File: config.mk
export PLATFORM = sky130hd
export DESIGN_NAME = charge_port_wake_control
export DESIGN_NICKNAME = d
export VERILOG_FILES = /design/src/charge_port_pkg.sv /design/src/tick_if.sv /design/src/tick_gen.sv /design/src/sync2.sv /design/src/charge_port_wake_control.sv
export SDC_FILE = /design/constraint.sdc
export NUM_CORES = 1
export LEC_CHECK = 0
export BUFFER_PORTS_ARGS = -buffer_cell sky130_fd_sc_hd__buf_2
export CAP_MARGIN = 20
export CORE_MARGIN = 2
export CORE_UTILIZATION = 60
export CTS_BUF_LIST = sky130_fd_sc_hd__clkbuf_8
export DETAILED_ROUTE_END_ITERATION = 7
export PLACE_DENSITY = 0.82
export SYNTH_ARGS = -nofsm -noshare
export SYNTH_HDL_FRONTEND = slang
export SYNTH_SLANG_ARGS = --single-unit
File: constraint.sdc
create_clock -name clk_sys -period 4.4 [get_ports clk_sys]
set_input_delay 0.66 -clock clk_sys [delete_from_list [all_inputs] [get_ports clk_sys]]
set_output_delay 0.66 -clock clk_sys [all_outputs]
set_load 0.02 [all_outputs]
File: src/charge_port_pkg.sv
// Purpose: shared constants and types for the charge port wake control block
// Assumes: 100 MHz system clock, slow timebase derived by a prescaler
// Notes:   mode codes are msb-first three-pin codes plus the limit select bit
package charge_port_pkg;

    // ****************************************
    // clock and timebase
    // ****************************************
    localparam int unsigned CLK_HZ        = 100_000_000;
    localparam int unsigned TICK_HZ       = 1000;
    localparam int unsigned TICK_DIV      = CLK_HZ / TICK_HZ;
    localparam int unsigned TICK_MS       = 1000 / TICK_HZ;
    localparam int unsigned TIMER_W       = 17;

    // ****************************************
    // intervals, in milliseconds as printed
    // ****************************************
    localparam int unsigned PRESTEP_MS    = 100;
    localparam int unsigned LOW_CUR_MS    = 15_000;
    localparam int unsigned DISCHARGE_MS  = 2_000;
    localparam int unsigned FS_HOLD_MS    = 60_000;
    localparam int unsigned PRESTEP_TICKS = PRESTEP_MS / TICK_MS;
    localparam int unsigned LOW_CUR_TICKS = LOW_CUR_MS / TICK_MS + 1;
    localparam int unsigned DISCH_TICKS   = DISCHARGE_MS / TICK_MS + 1;
    localparam int unsigned FS_HOLD_TICKS = FS_HOLD_MS / TICK_MS;

    // ****************************************
    // mode pin codes (mode_pin_msb, mode_pin_mid, mode_pin_lsb)
    // ****************************************
    localparam logic [2:0] MODE_CHG_STD   = 3'h7;
    localparam logic [2:0] MODE_AUTO_DCP  = 3'h3;
    localparam logic [2:0] MODE_PRIM_STD  = 3'h2;
    localparam logic [2:0] MODE_ALT_STD   = 3'h6;
    localparam logic [3:0] MODE_DEEP_CHG  = 4'h3;

    // ****************************************
    // interrupt status and mask bit positions
    // ****************************************
    localparam int unsigned EV_LS_ATTACH  = 0;
    localparam int unsigned EV_FS_WAKE    = 1;
    localparam int unsigned EV_HS_SEEN    = 2;
    localparam int unsigned EV_STATUS_LO  = 3;
    localparam int unsigned EV_STATUS_HI  = 4;
    localparam int unsigned EV_W          = 5;

    // ****************************************
    // register indexes
    // ****************************************
    localparam logic [1:0] REG_IRQ_STAT   = 2'h0;
    localparam logic [1:0] REG_IRQ_MASK   = 2'h1;
    localparam logic [1:0] REG_STATE      = 2'h2;
    localparam logic [EV_W-1:0] MASK_RST  = 5'h00;

    typedef enum logic [2:0] {
        PW_OFF,
        PW_CHARGE,
        PW_LOWPOWER,
        PW_DISCHARGE
    } pw_state_e;

    typedef enum logic [1:0] {
        DCP_IDLE,
        DCP_PRESTEP,
        DCP_SHORTED
    } dcp_state_e;

endpackage

File: src/tick_if.sv
// Purpose: carries the slow timebase tick between the block's modules
// Assumes: one system clock domain
// Notes:   tick is a one-cycle pulse
`timescale 1ns/100ps
interface tick_if;
    logic tick;
    modport source (output tick);
    modport sink   (input  tick);
endinterface

File: src/tick_gen.sv
// Purpose: divides the system clock into a slow timebase tick
// Assumes: clock enable freezes the divider
// Notes:   the tick is one system cycle long
`timescale 1ns/100ps
module tick_gen
    import charge_port_pkg::*;
#(
    parameter int unsigned DIV = TICK_DIV
) (
    input  wire logic  clk_sys,
    input  wire logic  rstn,
    input  wire logic  clk_en,
    tick_if.source     tk
);
    logic [31:0] count;
    wire         wrap = (count == DIV - 1);

    always_ff @(posedge clk_sys or negedge rstn) begin
        if (!rstn) begin
            count <= 32'h0;
        end else if (clk_en) begin
            count <= wrap ? 32'h0 : count + 32'h1;
        end
    end

    assign tk.tick = clk_en & wrap;
endmodule

File: src/sync2.sv
// Purpose: two-flop synchroniser for a bundle of pin levels
// Assumes: inputs are asynchronous levels
// Notes:   first stage is read only by the second
`timescale 1ns/100ps
module sync2 #(
    parameter int unsigned W = 1
) (
    input  wire logic         clk_sys,
    input  wire logic         rstn,
    input  wire logic         clk_en,
    input  wire logic [W-1:0] d,
    output logic      [W-1:0] q
);
    logic [W-1:0] meta;

    always_ff @(posedge clk_sys or negedge rstn) begin
        if (!rstn) begin
            meta <= '0;
            q    <= '0;
        end else if (clk_en) begin
            meta <= d;
            q    <= meta;
        end
    end
endmodule

File: src/charge_port_wake_control.sv
// Purpose: mode decode, auto charging pre-step, usb wake tracking, power wake
// Assumes: analog comparators arrive as asynchronous digital levels
// Notes:   register port has read data one cycle after the read strobe
//
// The strobed register port and the register addresses were left to the implementer.
`timescale 1ns/100ps

// What this block does
// auto dedicated charge first shorts lines at 1.2 V, then shorted mode
// mode 111 to 011 keeps wake override instead of normal mode change
// mode 010 to 011 also keeps the wake override
// mode code is msb first; limit select ignored for override decision
// 110 to 011 is no override; passing 111 discharges the port
// watch data lines for attach only in standard or charging modes
// d minus high is low speed, d plus high alone is full speed
// d plus low after full speed connect marks high speed, no wake
// full speed becomes wake source only after 60 s connected
// no deadline on mode pins returning after a wake
// data lines stay connected to host throughout the override
// load wake function active only with mode setting 0011
// status output low while load charges in load wake function
// under 45 mA for over 15 s: 55 mA limit and status released
// in low power state, hitting 55 mA limit drives status low again
// after reasserting status, discharge output for over 2 s
// after discharge, re-enable switch with high limit, back to charging
// inputs synchronised; long intervals counted from divided timebase
// low current timer restarts when current returns above threshold
module charge_port_wake_control
    import charge_port_pkg::*;
#(
    parameter int unsigned PRESTEP_T = PRESTEP_TICKS,
    parameter int unsigned LOW_CUR_T = LOW_CUR_TICKS,
    parameter int unsigned DISCH_T   = DISCH_TICKS,
    parameter int unsigned FS_HOLD_T = FS_HOLD_TICKS,
    parameter int unsigned DIV       = TICK_DIV
) (
    input  wire logic        clk_sys,
    input  wire logic        rstn,
    input  wire logic        clk_en,
    input  wire logic        mode_pin_msb,
    input  wire logic        mode_pin_mid,
    input  wire logic        mode_pin_lsb,
    input  wire logic        limit_select,
    input  wire logic        dp_high,
    input  wire logic        dm_high,
    input  wire logic        iout_below_low,
    input  wire logic        iout_at_limit,
    input  wire logic [1:0]  reg_addr,
    input  wire logic [31:0] reg_wdata,
    input  wire logic        reg_wr,
    input  wire logic        reg_rd,
    output logic      [31:0] reg_rdata,
    output logic             status_n,
    output logic             high_limit_setting,
    output logic             low_power_limit,
    output logic             out_discharge,
    output logic             switch_on,
    output logic             lines_to_host,
    output logic             lines_shorted,
    output logic             lines_at_1v2,
    output logic             wake_override,
    output logic             irq
);

    // ****************************************
    // input synchronisation
    // ****************************************
    logic [7:0] pins_s;
    tick_if     tk ();

    sync2 #(.W(8)) u_sync (
        .clk_sys (clk_sys),
        .rstn    (rstn),
        .clk_en  (clk_en),
        .d       ({mode_pin_msb, mode_pin_mid, mode_pin_lsb, limit_select,
                   dp_high, dm_high, iout_below_low, iout_at_limit}),
        .q       (pins_s)
    );

    tick_gen #(.DIV(DIV)) u_tick (
        .clk_sys (clk_sys),
        .rstn    (rstn),
        .clk_en  (clk_en),
        .tk      (tk)
    );

    wire [2:0] mode_now  = pins_s[7:5];
    wire       lim_s     = pins_s[4];
    wire       dp_s      = pins_s[3];
    wire       dm_s      = pins_s[2];
    wire       low_cur_s = pins_s[1];
    wire       at_lim_s  = pins_s[0];
    wire       tick      = tk.tick;

    // ****************************************
    // mode decode and wake override
    // ****************************************
    logic [2:0] mode_prev;
    logic       ovr;
    logic       disch_111;
    wire        mode_chg   = (mode_now != mode_prev);
    wire        to_auto    = mode_chg && (mode_now == MODE_AUTO_DCP);
    // limit_select deliberately plays no part here
    wire        ovr_start  = to_auto && ((mode_prev == MODE_CHG_STD) ||
                             (mode_prev == MODE_PRIM_STD));
    wire        std_mode   = (mode_now == MODE_CHG_STD) ||
                             (mode_now == MODE_PRIM_STD) ||
                             (mode_now == MODE_ALT_STD);
    wire        deep_mode  = ({mode_now, lim_s} == MODE_DEEP_CHG);
    wire        enter_111  = mode_chg && (mode_now == MODE_CHG_STD) &&
                             (mode_prev != MODE_CHG_STD);

    // override holds as long as auto mode holds; no return deadline
    wire next_ovr = ovr_start ? 1'b1 :
                    (mode_now != MODE_AUTO_DCP) ? 1'b0 : ovr;

    always_ff @(posedge clk_sys or negedge rstn) begin
        if (!rstn) begin
            mode_prev <= 3'h0;
            ovr       <= 1'b0;
            disch_111 <= 1'b0;
        end else if (clk_en) begin
            mode_prev <= mode_now;
            ovr       <= next_ovr;
            // a transient 111 from a 110 to 011 step still discharges
            disch_111 <= enter_111 && (mode_prev != MODE_AUTO_DCP);
        end
    end

    // ****************************************
    // auto dedicated charge pre-step
    // ****************************************
    dcp_state_e         dcp;
    logic [TIMER_W-1:0] dcp_t;
    wire auto_dcp_mode = (mode_now == MODE_AUTO_DCP) && !ovr && !ovr_start;
    wire pre_done      = (dcp_t >= TIMER_W'(PRESTEP_T));

    always_ff @(posedge clk_sys or negedge rstn) begin
        if (!rstn) begin
            dcp   <= DCP_IDLE;
            dcp_t <= '0;
        end else if (clk_en) begin
            if (!auto_dcp_mode) begin
                dcp   <= DCP_IDLE;
                dcp_t <= '0;
            end else begin
                unique case (dcp)
                    DCP_IDLE: begin
                        dcp   <= DCP_PRESTEP;
                        dcp_t <= '0;
                    end
                    DCP_PRESTEP: begin
                        if (pre_done) begin
                            dcp <= DCP_SHORTED;
                        end else if (tick) begin
                            dcp_t <= dcp_t + 1'b1;
                        end
                    end
                    DCP_SHORTED: dcp <= DCP_SHORTED;
                    default: dcp <= DCP_IDLE;
                endcase
            end
        end
    end

    // ****************************************
    // usb attachment tracking
    // ****************************************
    logic               ls_att;
    logic               fs_seen;
    logic               hs_seen;
    logic               fs_wake;
    logic [TIMER_W-1:0] fs_t;
    wire watch   = std_mode;
    wire ls_now  = watch && dm_s && !dp_s;
    wire fs_now  = watch && dp_s && !dm_s;
    wire detach  = watch && !dp_s && !dm_s;
    wire hs_mark = fs_seen && !dp_s && !hs_seen;
    wire fs_ripe = fs_seen && !hs_seen && !fs_wake &&
                   (fs_t >= TIMER_W'(FS_HOLD_T));

    always_ff @(posedge clk_sys or negedge rstn) begin
        if (!rstn) begin
            ls_att  <= 1'b0;
            fs_seen <= 1'b0;
            hs_seen <= 1'b0;
            fs_wake <= 1'b0;
            fs_t    <= '0;
        end else if (clk_en && watch) begin
            ls_att <= ls_now;
            if (fs_now && !fs_seen) begin
                fs_seen <= 1'b1;
                fs_t    <= '0;
            end else if (hs_mark) begin
                hs_seen <= 1'b1;
            end else if (detach && !fs_seen) begin
                hs_seen <= 1'b0;
            end
            if (fs_ripe) begin
                fs_wake <= 1'b1;
            end else if (fs_seen && !hs_seen && tick && !fs_wake) begin
                fs_t <= fs_t + 1'b1;
            end
            // hs idles with both lines low; only a new d plus connect restarts
            if (fs_now && hs_seen) begin
                hs_seen <= 1'b0;
                fs_wake <= 1'b0;
                fs_t    <= '0;
            end
        end
    end

    // ****************************************
    // load wake function
    // ****************************************
    pw_state_e          pw;
    logic [TIMER_W-1:0] pw_t;
    wire low_done  = (pw_t >= TIMER_W'(LOW_CUR_T));
    wire disch_end = (pw_t >= TIMER_W'(DISCH_T));

    always_ff @(posedge clk_sys or negedge rstn) begin
        if (!rstn) begin
            pw   <= PW_OFF;
            pw_t <= '0;
        end else if (clk_en) begin
            if (!deep_mode) begin
                pw   <= PW_OFF;
                pw_t <= '0;
            end else begin
                unique case (pw)
                    PW_OFF: begin
                        pw   <= PW_CHARGE;
                        pw_t <= '0;
                    end
                    PW_CHARGE: begin
                        if (!low_cur_s) begin
                            pw_t <= '0;
                        end else if (low_done) begin
                            pw   <= PW_LOWPOWER;
                            pw_t <= '0;
                        end else if (tick) begin
                            pw_t <= pw_t + 1'b1;
                        end
                    end
                    PW_LOWPOWER: begin
                        if (at_lim_s) begin
                            pw   <= PW_DISCHARGE;
                            pw_t <= '0;
                        end
                    end
                    PW_DISCHARGE: begin
                        if (disch_end) begin
                            pw   <= PW_CHARGE;
                            pw_t <= '0;
                        end else if (tick) begin
                            pw_t <= pw_t + 1'b1;
                        end
                    end
                    default: pw <= PW_OFF;
                endcase
            end
        end
    end

    // ****************************************
    // port outputs
    // ****************************************
    wire pw_dis = (pw == PW_DISCHARGE);
    always_ff @(posedge clk_sys or negedge rstn) begin
        if (!rstn) begin
            status_n           <= 1'b1;
            high_limit_setting <= 1'b1;
            low_power_limit    <= 1'b0;
            out_discharge      <= 1'b0;
            switch_on          <= 1'b0;
            lines_to_host      <= 1'b0;
            lines_shorted      <= 1'b0;
            lines_at_1v2       <= 1'b0;
            wake_override      <= 1'b0;
        end else if (clk_en) begin
            status_n           <= !(pw == PW_CHARGE || pw_dis);
            low_power_limit    <= (pw == PW_LOWPOWER);
            high_limit_setting <= (pw != PW_LOWPOWER);
            out_discharge      <= pw_dis || disch_111;
            switch_on          <= !pw_dis && !disch_111;
            lines_to_host      <= std_mode || ovr;
            lines_shorted      <= (dcp != DCP_IDLE) && !ovr;
            lines_at_1v2       <= (dcp == DCP_PRESTEP);
            wake_override      <= ovr;
        end
    end

    // ****************************************
    // interrupts and register port
    // ****************************************
    logic [EV_W-1:0] irq_stat;
    logic [EV_W-1:0] irq_mask;
    logic            pw_prev_lo;
    wire [EV_W-1:0]  ev;
    wire             wr_stat = reg_wr && (reg_addr == REG_IRQ_STAT);
    wire             wr_mask = reg_wr && (reg_addr == REG_IRQ_MASK);
    wire [EV_W-1:0]  w1c = wr_stat ? reg_wdata[EV_W-1:0] : '0;

    assign ev[EV_LS_ATTACH] = ls_now && !ls_att;
    assign ev[EV_FS_WAKE]   = fs_ripe && watch;
    assign ev[EV_HS_SEEN]   = hs_mark && watch;
    assign ev[EV_STATUS_LO] = !status_n && !pw_prev_lo;
    assign ev[EV_STATUS_HI] = status_n && pw_prev_lo;

    wire [31:0] rd_mux =
        (reg_addr == REG_IRQ_STAT) ? {27'h0, irq_stat} :
        (reg_addr == REG_IRQ_MASK) ? {27'h0, irq_mask} :
        (reg_addr == REG_STATE)    ? {20'h0, ovr, fs_wake, hs_seen, ls_att,
                                      1'b0, pw, 2'h0, dcp} : 32'h0;

    always_ff @(posedge clk_sys or negedge rstn) begin
        if (!rstn) begin
            irq_stat   <= '0;
            irq_mask   <= MASK_RST;
            pw_prev_lo <= 1'b0;
            reg_rdata  <= 32'h0;
            irq        <= 1'b0;
        end else if (clk_en) begin
            // set wins over a simultaneous write-one clear
            irq_stat   <= (irq_stat & ~w1c) | ev;
            irq_mask   <= wr_mask ? reg_wdata[EV_W-1:0] : irq_mask;
            pw_prev_lo <= !status_n;
            reg_rdata  <= reg_rd ? rd_mux : 32'h0;
            irq        <= |(irq_stat & irq_mask);
        end
    end

    // ****************************************
    // checks
    // ****************************************
    property p_prestep_first;
        @(posedge clk_sys) disable iff (!rstn)
        (clk_en && dcp == DCP_IDLE && auto_dcp_mode) |=>
            (dcp == DCP_PRESTEP);
    endproperty
    a_prestep_first: assert property (p_prestep_first)
        else $error("pre-step skipped");

    property p_override;
        @(posedge clk_sys) disable iff (!rstn)
        (clk_en && ovr_start) |=> ovr;
    endproperty
    a_override: assert property (p_override)
        else $error("override not taken");

    property p_no_ovr_110;
        @(posedge clk_sys) disable iff (!rstn)
        (clk_en && to_auto && mode_prev == MODE_ALT_STD) |=> !ovr;
    endproperty
    a_no_ovr_110: assert property (p_no_ovr_110)
        else $error("110 to 011 overrode");

    property p_hs_mark;
        @(posedge clk_sys) disable iff (!rstn)
        (clk_en && watch && hs_mark && !(detach && hs_seen)) |=> hs_seen;
    endproperty
    a_hs_mark: assert property (p_hs_mark)
        else $error("high speed not marked");

    property p_pw_off;
        @(posedge clk_sys) disable iff (!rstn)
        (clk_en && !deep_mode) |=> (pw == PW_OFF);
    endproperty
    a_pw_off: assert property (p_pw_off)
        else $error("load wake active outside deep mode");

    property p_status_charge;
        @(posedge clk_sys) disable iff (!rstn)
        (clk_en && pw == PW_CHARGE) |=> !status_n;
    endproperty
    a_status_charge: assert property (p_status_charge)
        else $error("status not low while charging");

    property p_low_limit;
        @(posedge clk_sys) disable iff (!rstn)
        (clk_en && pw == PW_LOWPOWER) |=> (low_power_limit && status_n);
    endproperty
    a_low_limit: assert property (p_low_limit)
        else $error("low power outputs wrong");

    property p_restart;
        @(posedge clk_sys) disable iff (!rstn)
        (clk_en && deep_mode && pw == PW_CHARGE && !low_cur_s) |=>
            (pw_t == '0);
    endproperty
    a_restart: assert property (p_restart)
        else $error("low current timer not restarted");

    property p_discharge;
        @(posedge clk_sys) disable iff (!rstn)
        (clk_en && pw == PW_LOWPOWER && at_lim_s && deep_mode) |=>
            ##1 (out_discharge && !status_n);
    endproperty
    a_discharge: assert property (p_discharge)
        else $error("no discharge on limit hit");
endmodule

==> flow_summary.json, run 1 <==
{
  "status": "finished clean",
  "final_util_pct": 67.62,
  "setup_viol": 0,
  "relSlewSlack_pct": 31.30,
  "firstDrtPassIters": 5,
  "yosys.area.top_type": "dfrtp_1",
  "synth_top_area_share_pct": 49.16,
  "syn_area_per_cell_sq_um": 10.08,
  "async_flop_share_pct": 100.0,
  "initial_core_util_pct": 62.06,
  "rows": 39,
  "period_needed_ps": 3180,
  "peakVddDrop_mv": 0.2620,
  "power.leakage_nw": 3.548,
  "first_iter_violations": 467,
  "grt_max_degree": 65,
  "p_per_area_mw_per_mm2": 383.9,
  "area_delta_synth_final_pct": 8.961,
  "critPathLaunchType": "flip-flop",
  "cts_tree": "yes",
  "totalWireLength_um": 15070,
  "timing.final.ws_setup_ps": 1220,
  "fill_cells": 896,
  "critical_path_peak_fanout": 14,
  "numPortBuffers": 39,
  "path_clk_slew_ps": 80,
  "rrSetupSlack_ps": 1220,
  "crit_type": "flip-flop to flip-flop",
  "cts_buffers": 17,
  "core-area_sq_mm": 0.01156,
  "die_y_um": 113.4,
  "cp-end-kind": "flip-flop",
  "r2r-start": "pw[0]",
  "hold_viol_final": 0,
  "postLayoutCellArea_sq_mm": 0.007820,
  "fin_nets": 813,
  "io_pins": 89,
  "ys_types": 68,
  "die-area_sq_mm": 0.01285,
  "yosysSeqAreaShare_pct": 49.90,
  "rr_endpoint": "pw_t[6]",
  "tightest_slew_ps": 1027,
  "synth_seq_cells": 143,
  "cts_root_buffer": "clkbuf_8",
  "netlist_instances": 712,
  "report.final.slew_viol_count": 0,
  "syn_area_sq_mm": 0.007177,
  "grt_first_pass_wirelength_um": 26010,
  "fmax_mhz": 314.4,
  "grt_overflow_total": 0,
  "worstPathRequired_ps": 4690,
  "via_per_inst": 6.142,
  "drive_above_1_share_pct": 15.47,
  "gp_congestion": 0.9107,
  "clockBufferDepth": 2,
  "cts_sinks": 143,
  "rsz0062_at_grt": "no",
  "place_area_sq_mm": 0.007411,
  "synth_edf_count": 0,
  "crit_arrival_ps": 3470,
  "skew_ps": 10.91,
  "hold_buffers": 0,
  "min_path_type": "input port to async pin",
  "r2r_cells": 8,
  "htree_num_levels": 4,
  "yosysWarnings": 0,
  "postCtsSetupRepairBufs": 0,
  "grt_pass1_vias": 5583,
  "drc": 0,
  "post_cts_resized": 0,
  "cp-startpoint": "pw[0]",
  "min_period_over_period_pct": 72.28,
  "clock_latency_ps": 450,
  "grt_use_total_pct": 25.12,
  "setup_tns_ps": 0,
  "hpwl_um": 10480,
  "vias": 5565,
  "pre_cts_ws_ps": 1193,
  "wl_per_cell_um": 16.64,
  "die_w_um": 113.4,
  "num_antenna_cells": 0,
  "final_antenna_net_count": 0,
  "drv_cap": 0,
  "cp-endpoint": "pw_t[6]",
  "ys.flop_type": "dfrtp_1",
  "antenna_found_initial": 0,
  "yosys-top-cells-area": "dfrtp_1 (49%), mux2_2 (4.6%), nand2_1 (3.1%), nor2_1 (3.0%), xnor2_1 (2.8%)"
}
## layer usage
layer | vias to the layer above | global-route usage, % | routed length [um]
li1 | 2585 | - | -
met1 | 2804 | 31.61 | 6517
met2 | 150 | 42.95 | 7695
met3 | 26 | 6.536 | 636
met4 | 0 | 7.724 | 225
met5 | - | 0 | 0
## logic make-up after synthesis
logic type / count (synthesis) / synth area share, %
xor+xnor: 36 / 4.393
compound gates: 137 / 12.76
other cells: 1 / 0.05225
buf+inv: 78 / 5.387
simple gates: 266 / 19.37
flops: 143 / 49.90
mux: 36 / 5.526
fa+ha+maj: 15 / 2.615
## worst max-delay path, cell delays in order (launching register included)
cell,delay [ps]
dfrtp_1,470
inv_1,100
ha_1,270
nand2b_1,120
a21oi_1,80
nor2b_1,550
o21ai_0,380
nor2_1,860
o211ai_1,190
## layout by cell type, fill, tap and decap left out, types with 23 or more instances in the layout
cell and count:
o21ai_0 36, nor2_1 57, xnor2_1 23, a21oi_1 27, dfrtp_1 141, inv_1 33
nand2_1 59, buf_2 38, nand3_1 33, mux2_2 29
## synth_stat cells, types with 4 or more instances
| cell | n |
|---|---|
| o21ai_0 | 36 |
| a21oi_1 | 27 |
| o211ai_1 | 4 |
| dfrtp_1 | 141 |
| mux2_2 | 29 |
| nand2b_1 | 6 |
| nor3b_1 | 4 |
| clkbuf_1 | 17 |
| xnor2_1 | 23 |
| a32o_1 | 6 |
| a22o_1 | 4 |
| inv_1 | 33 |
| ha_1 | 15 |
| a31oi_1 | 16 |
| mux2i_1 | 7 |
| o22ai_1 | 5 |
| nor2_1 | 57 |
| or3_1 | 9 |
| nand4_1 | 21 |
| xor2_1 | 13 |
| o31ai_1 | 5 |
| nand3_1 | 33 |
| and2_1 | 12 |
| and3_1 | 22 |
| nand2_1 | 59 |
| buf_4 | 24 |
| nor4_1 | 8 |
| nor3_1 | 10 |
## sequential cells by signal, indices dropped and copies added (netlist names), 2 cells and up
name / flops
irq_stat: 5
reg_rdata: 10
pw: 2
dcp: 2
u_tick.count: 32
u_sync.q: 8
dcp_t: 17
irq_mask: 5
pw_t: 17
u_sync.meta: 8
fs_t: 17
mode_prev: 3
## per-stage QoR
| step | total power [mW] | hold WS [ps] | cells |
|---|---|---|---|
| after floorplan | 1.843 | 364.4 | 733 |
| final | 3.002 | 175.9 | 906 |
| after detailed placement | 1.964 | 457.8 | 875 |
| after global routing | 3.140 | 206.8 | 906 |
| after CTS | 3.021 | 185.7 | 906 |
| after global placement | 1.941 | 453.9 | 875 |
## power by group
part / total [mW] / switching, mW / internal, mW
clock network: 1.06 / 0.485 / 0.575
registers: 1.53 / 0.107 / 1.43
logic: 0.409 / 0.254 / 0.155
## worst min-delay path by stage
stage                             from  cells after the start            endpoint  slack (ps)
floorplan                         rstn                      0              dcp[0]         360
global placement    high_limit_setting                      2  high_limit_setting         450
detailed placement  high_limit_setting                      2  high_limit_setting         460
CTS                               rstn                      1            dcp_t[2]         190
global route                      rstn                      1           dcp_t[13]         210
finish                            rstn                      1            dcp_t[5]         180
## final cells by class
class | instances | area, sq um | share of cell area [%]
clock buffers | 22 | 302.8 | 3.872
clock inverters | 9 | 106.4 | 1.360
inverters | 33 | 123.9 | 1.584
multi-input cells | 512 | 3288 | 42.05
flip-flops and latches | 143 | 3581 | 45.79
well taps | 143 | 178.9 | 2.288
repair buffers | 44 | 239.0 | 3.056
Note: power is estimated with default switching activity, not from simulation.
==> run 2: changes to the inputs <==
--- a/config.mk
+++ b/config.mk
@@ -8,10 +8,10 @@
 export BUFFER_PORTS_ARGS = -buffer_cell sky130_fd_sc_hd__buf_2
 export CAP_MARGIN = 20
 export CORE_MARGIN = 2
-export CORE_UTILIZATION = 60
+export CORE_UTILIZATION = 54
 export CTS_BUF_LIST = sky130_fd_sc_hd__clkbuf_8
 export DETAILED_ROUTE_END_ITERATION = 7
-export PLACE_DENSITY = 0.82
+export PLACE_DENSITY = 0.78
 export SYNTH_ARGS = -nofsm -noshare
 export SYNTH_HDL_FRONTEND = slang
 export SYNTH_SLANG_ARGS = --single-unit
==> constraint.sdc (replaced) <==
create_clock -name clk_sys -period 2.6 [get_ports clk_sys]
set_input_delay 0.39 -clock clk_sys [delete_from_list [all_inputs] [get_ports clk_sys]]
set_output_delay 0.39 -clock clk_sys [all_outputs]
set_load 0.02 [all_outputs]
==> run 2 against run 1 <==
Net effect: critical path depth shrank 1; power is 76% higher; sequential power is 70% higher; clock skew barely moved; utilization decreased by 6.1 points; die area grew 11%; non-clock buffer count increased by 17; highest routed layer unchanged; routed wire length increased by 2.3%.
==> flow_summary.json, run 2 (synthesis gave the netlist of run 1 again) <==
{
  "status": "finished clean",
  "core-area_sq_mm": 0.01309,
  "met2WireLength_um": 7796,
  "vias": 5525,
  "setup_tns_ps": 0,
  "holdWs_ps": 156.9,
  "die-area_sq_mm": 0.01423,
  "min_period_over_period_pct": 93.57,
  "htree_num_levels": 4,
  "timing.final.ws_setup_ps": 167.2,
  "grt_overflow_total": 0,
  "dr.max_layer_used": "met4",
  "skew_ps": 10.92,
  "gp_congestion": 0.8978,
  "clockBufferDepth": 2,
  "antenna_found_initial": 0,
  "cp-startpoint": "u_tick.count[21]",
  "final_cells": 957,
  "first_iter_violations": 329,
  "cts_tree": "yes",
  "p_per_area_mw_per_mm2": 655.7,
  "period_needed_ps": 2433,
  "report.final.slew_viol_count": 0,
  "fmax_mhz": 411.1,
  "fin_nets": 830,
  "setup_viol": 0,
  "hpwl_um": 10720,
  "total_power_mw": 5.276,
  "initial_core_util_pct": 54.85,
  "drv_cap": 0,
  "min-delay-start": "mode_pin_mid",
  "path_clk_slew_ps": 80,
  "final_util_pct": 61.49,
  "wl_per_cell_um": 16.12,
  "totalWireLength_um": 15430,
  "met3_length_um": 591,
  "largest_reg_flops": 32,
  "die_w_um": 119.3,
  "drive_above_1_share_pct": 17.29,
  "crit_arrival_ps": 2780,
  "cts_buffers": 17,
  "grt_pass1_vias": 5471,
  "mostFrequentLayoutCell": "dfrtp_1",
  "tightest_slew_ps": 660.2,
  "critical_path_peak_fanout": 18,
  "peakVddDrop_mv": 0.3550,
  "drc": 0,
  "layout_common_cells": "dfrtp_1 (141), nand2_1 (59), nor2_1 (56), buf_2 (38), o21ai_0 (36)",
  "via_per_inst": 5.773,
  "io_pins": 89,
  "crit_type": "flip-flop to flip-flop",
  "cts_root_buffer": "clkbuf_8",
  "min_path_type": "input port to flip-flop",
  "cts_sinks": 143,
  "numPortBuffers": 39,
  "grt_use_total_pct": 22.91,
  "postLayoutCellArea_sq_mm": 0.008046,
  "rsz0062_at_grt": "yes",
  "final_antenna_net_count": 0,
  "place_area_sq_mm": 0.007597,
  "met1Wirelength_um": 6817,
  "grt_max_degree": 61,
  "critPathLaunchType": "flip-flop",
  "dp.cells": 924,
  "worstPathRequired_ps": 2950,
  "rows": 42,
  "die_y_um": 119.3,
  "r2r-start": "u_tick.count[21]",
  "power.leakage_nw": 3.657,
  "firstDrtPassIters": 5,
  "cp-end-kind": "flip-flop",
  "grt_first_pass_wirelength_um": 26070,
  "postCtsSetupRepairBufs": 0,
  "relSlewSlack_pct": 55.86,
  "area_delta_synth_final_pct": 12.12,
  "clock_latency_ps": 460,
  "pre_cts_ws_ps": 183.9,
  "num_antenna_cells": 0,
  "hold_viol_final": 0,
  "regMostFlops": "u_tick.count"
}
[run 2: critical path, stage by stage (launching register included)]
cell and delay (ps):
dfrtp_1 420, nor4_1 340, nand4_1 280, nor4_4 340, buf_12 200, and2_1 270, o21ai_0 200, a22o_1 270
[run 2: repair_timing]
item,4_1_cts,5_1_grt
hold buffers,1,0
setup endpoints to repair,0,10
gates resized for setup,0,1
endpoints found under the hold margin,54,0
[run 2: metal layers]
layer / track usage [%] / vias up
met5: 0 / -
met2: 38.29 / 121
met1: 29.45 / 2761
met4: 7.589 / 0
met3: 5.412 / 23
li1: - / 2620
[run 2: area by class of cell]
class | count | area [sq um]
Inverter | 33 | 123.9
Sequential cell | 143 | 3581
Timing Repair Buffer | 61 | 394.1
Multi-Input combinational cell | 512 | 3291
Fill cell | 1033 | 5039
Clock buffer | 18 | 247.7
Tap cell | 176 | 220.2
Clock inverter | 14 | 188.9
[run 2: final timing paths]
| kind | end | slack, ps | cells past startpoint |
|---|---|---|---|
| setup / recovery | fs_t[1] | 170 | 7 |
| hold / removal | u_sync.meta[6] | 160 | 2 |
| setup reg to reg | fs_t[1] | 170 | 7 |
| hold reg to reg | high_limit_setting | 470 | 2 |
| max in group asynchronous | status_n | 1310 | 3 |
| min in group asynchronous | dcp_t[2] | 460 | 2 |
[run 2: where the power goes]
part | total, mW | switching [mW] | leakage (nW) | internal [mW]
sequential | 2.60 | 0.186 | 1.89 | 2.41
combinational | 0.735 | 0.442 | 1.55 | 0.293
clock | 1.94 | 0.871 | 0.221 | 1.07
total | 5.28 | 1.50 | 3.66 | 3.78
==> run 3: changes to the inputs <==
--- a/config.mk
+++ b/config.mk
@@ -5,13 +5,13 @@
 export SDC_FILE = /design/constraint.sdc
 export NUM_CORES = 1
 export LEC_CHECK = 0
-export BUFFER_PORTS_ARGS = -buffer_cell sky130_fd_sc_hd__buf_2
 export CAP_MARGIN = 20
 export CORE_MARGIN = 2
-export CORE_UTILIZATION = 54
+export CORE_UTILIZATION = 60
 export CTS_BUF_LIST = sky130_fd_sc_hd__clkbuf_8
 export DETAILED_ROUTE_END_ITERATION = 7
-export PLACE_DENSITY = 0.78
+export DONT_BUFFER_PORTS = 1
+export PLACE_DENSITY = 0.79
 export SYNTH_ARGS = -nofsm -noshare
 export SYNTH_HDL_FRONTEND = slang
 export SYNTH_SLANG_ARGS = --single-unit
==> run 3 against run 2 <==
Net effect: the flow now finishes with violations (hold timing); count of clock-buffer cells in the layout increased by 2; register-to-register slack better by 20 ps; sequential share of layout area rose by 1.5 points; global-route usage rose by 0.97 points; design area down 3.3%; via count fell by 2.9%; highest routed layer unchanged; critical path depth rose by 2; power shrank 4.5%; critical path type unchanged; fmax rose by 0.84%; worst hold slack lost 530 ps; combinational power is 24% lower.
==> flow_summary.json, run 3 (synthesis gave the netlist of run 1 again) <==
{
  "rr_endpoint": "pw_t[1]",
  "worstPathRequired_ps": 2940,
  "critPathLaunchType": "flip-flop",
  "r2r-start": "pw[0]",
  "fin_nets": 793,
  "drv_cap": 0,
  "antenna_found_initial": 0,
  "layout_common_cells": "dfrtp_1 (141), nand2_1 (59), nor2_1 (57), o21ai_0 (36), inv_1 (35)",
  "critical_path_peak_fanout": 14,
  "clock_latency_ps": 450,
  "grt_max_degree": 144,
  "path_clk_slew_ps": 80,
  "first_iter_violations": 489,
  "min_period_over_period_pct": 92.79,
  "period_needed_ps": 2412,
  "fmax_mhz": 414.5,
  "min_path_type": "input port to async pin",
  "die-area_sq_mm": 0.01285,
  "rows": 39,
  "grt_use_total_pct": 23.88,
  "relSlewSlack_pct": 37.66,
  "pre_cts_ws_ps": 115.8,
  "crit_type": "flip-flop to flip-flop",
  "rsz0062_at_grt": "no",
  "r2r_cells": 9,
  "regMostFlops": "u_tick.count",
  "setup_viol": 0,
  "core-area_sq_mm": 0.01156,
  "via_per_inst": 6.053,
  "total_power_mw": 5.038,
  "cts_buffers": 17,
  "crit_arrival_ps": 2750,
  "power.leakage_nw": 3.481,
  "vias": 5363,
  "die_y_um": 113.4,
  "rrSetupSlack_ps": 190,
  "drc": 0,
  "drive_above_1_share_pct": 12.79,
  "hold_viol_final": 143,
  "hpwl_um": 9839,
  "setup_tns_ps": 0,
  "htree_num_levels": 4,
  "initial_core_util_pct": 62.06,
  "skew_ps": 9.912,
  "totalWireLength_um": 14410,
  "holdWs_ps": -369.1,
  "grt_pass1_vias": 5120,
  "largest_reg_flops": 32,
  "die_w_um": 113.4,
  "timing.final.ws_setup_ps": 187.6,
  "firstDrtPassIters": 7,
  "cp-end-kind": "flip-flop",
  "final_util_pct": 67.26,
  "postLayoutCellArea_sq_mm": 0.007779,
  "place_area_sq_mm": 0.007330,
  "cts_tree": "yes",
  "report.final.slew_viol_count": 0,
  "fill_cells": 877,
  "peakVddDrop_mv": 0.4477,
  "num_antenna_cells": 0,
  "failed_checks": "hold timing",
  "grt_overflow_total": 0,
  "tightest_slew_ps": 922.6,
  "cts_root_buffer": "clkbuf_8",
  "io_pins": 89,
  "cts_sinks": 143,
  "p_per_area_mw_per_mm2": 647.6,
  "grt_first_pass_wirelength_um": 24750,
  "numPortBuffers": 0,
  "final_antenna_net_count": 0,
  "status": "finished, violations left",
  "area_delta_synth_final_pct": 8.386,
  "mostFrequentLayoutCell": "dfrtp_1",
  "wl_per_cell_um": 16.26,
  "clockBufferDepth": 2,
  "gp_congestion": 0.8895
}
run 3: cell types whose count changed in the layout (fill, tap and decap cells not counted), moves of 2 or more:
cell      change
buf_12        -2
buf_4         +3
clkbuf_8      +2
inv_6         -2
buf_2        -38
run 3: report_power, final:
group / switching (mW) / internal [mW] / leakage [nW] / total, mW
Clock: 0.820 / 1.01 / 0.214 / 1.83
Combinational: 0.304 / 0.252 / 1.38 / 0.556
Sequential: 0.234 / 2.41 / 1.89 / 2.65
run 3: final cells by class:
type                    count  area (sq um)  share of cell area, %
inverters                  33         123.9                  1.592
multi-input cells         512          3294                  42.35
flip-flops and latches    143          3581                  46.04
clock inverters            11         140.1                  1.802
well taps                 143         178.9                  2.300
clock buffers              20         275.3                  3.539
repair buffers             24         185.2                  2.381
run 3: critical path: stages, from the launching register on:
cell	delay (ps)
dfrtp_1	480
inv_1	110
ha_1	270
or4_1	490
a21oi_1	170
nor2b_1	140
o21ai_0	140
nor2_1	70
buf_4	200
a311oi_1	250
run 3: per-stage QoR:
step / hold WS (ps) / cells
floorplan: 94.41 / 733
global placement: 97.03 / 852
detailed placement: 97.40 / 852
CTS: -392.9 / 884
global route: -408.8 / 886
finish: -369.1 / 886
run 3: metal layers:
metal  routed length [um]  up-vias  GRT usage (%)
li1                     -     2547              -
met1                 6498     2646          33.23
met3                  685       23          6.217
met5                    0        -              0
met4                  187        0          6.098
met2                 7038      147          37.92
run 3: how the worst max path moves through the flow:
stage                     cells after the start              from        to
after floorplan                              10             pw[1]  pw_t[10]
after global placement                        7  u_tick.count[21]   fs_t[6]
after detailed placement                      7  u_tick.count[20]  fs_t[13]
after CTS                                     7  u_tick.count[21]  fs_t[13]
after global routing                          9             pw[0]   pw_t[1]
final                                         9             pw[0]   pw_t[1]
run 3: what timing repair did:
action / in CTS / in global routing
buffers inserted: 0 / 1
endpoints found under the setup margin: 0 / 11
endpoints found under the hold margin: 144 / 144
gates resized for setup: 0 / 1
hold buffers: 1 / 1
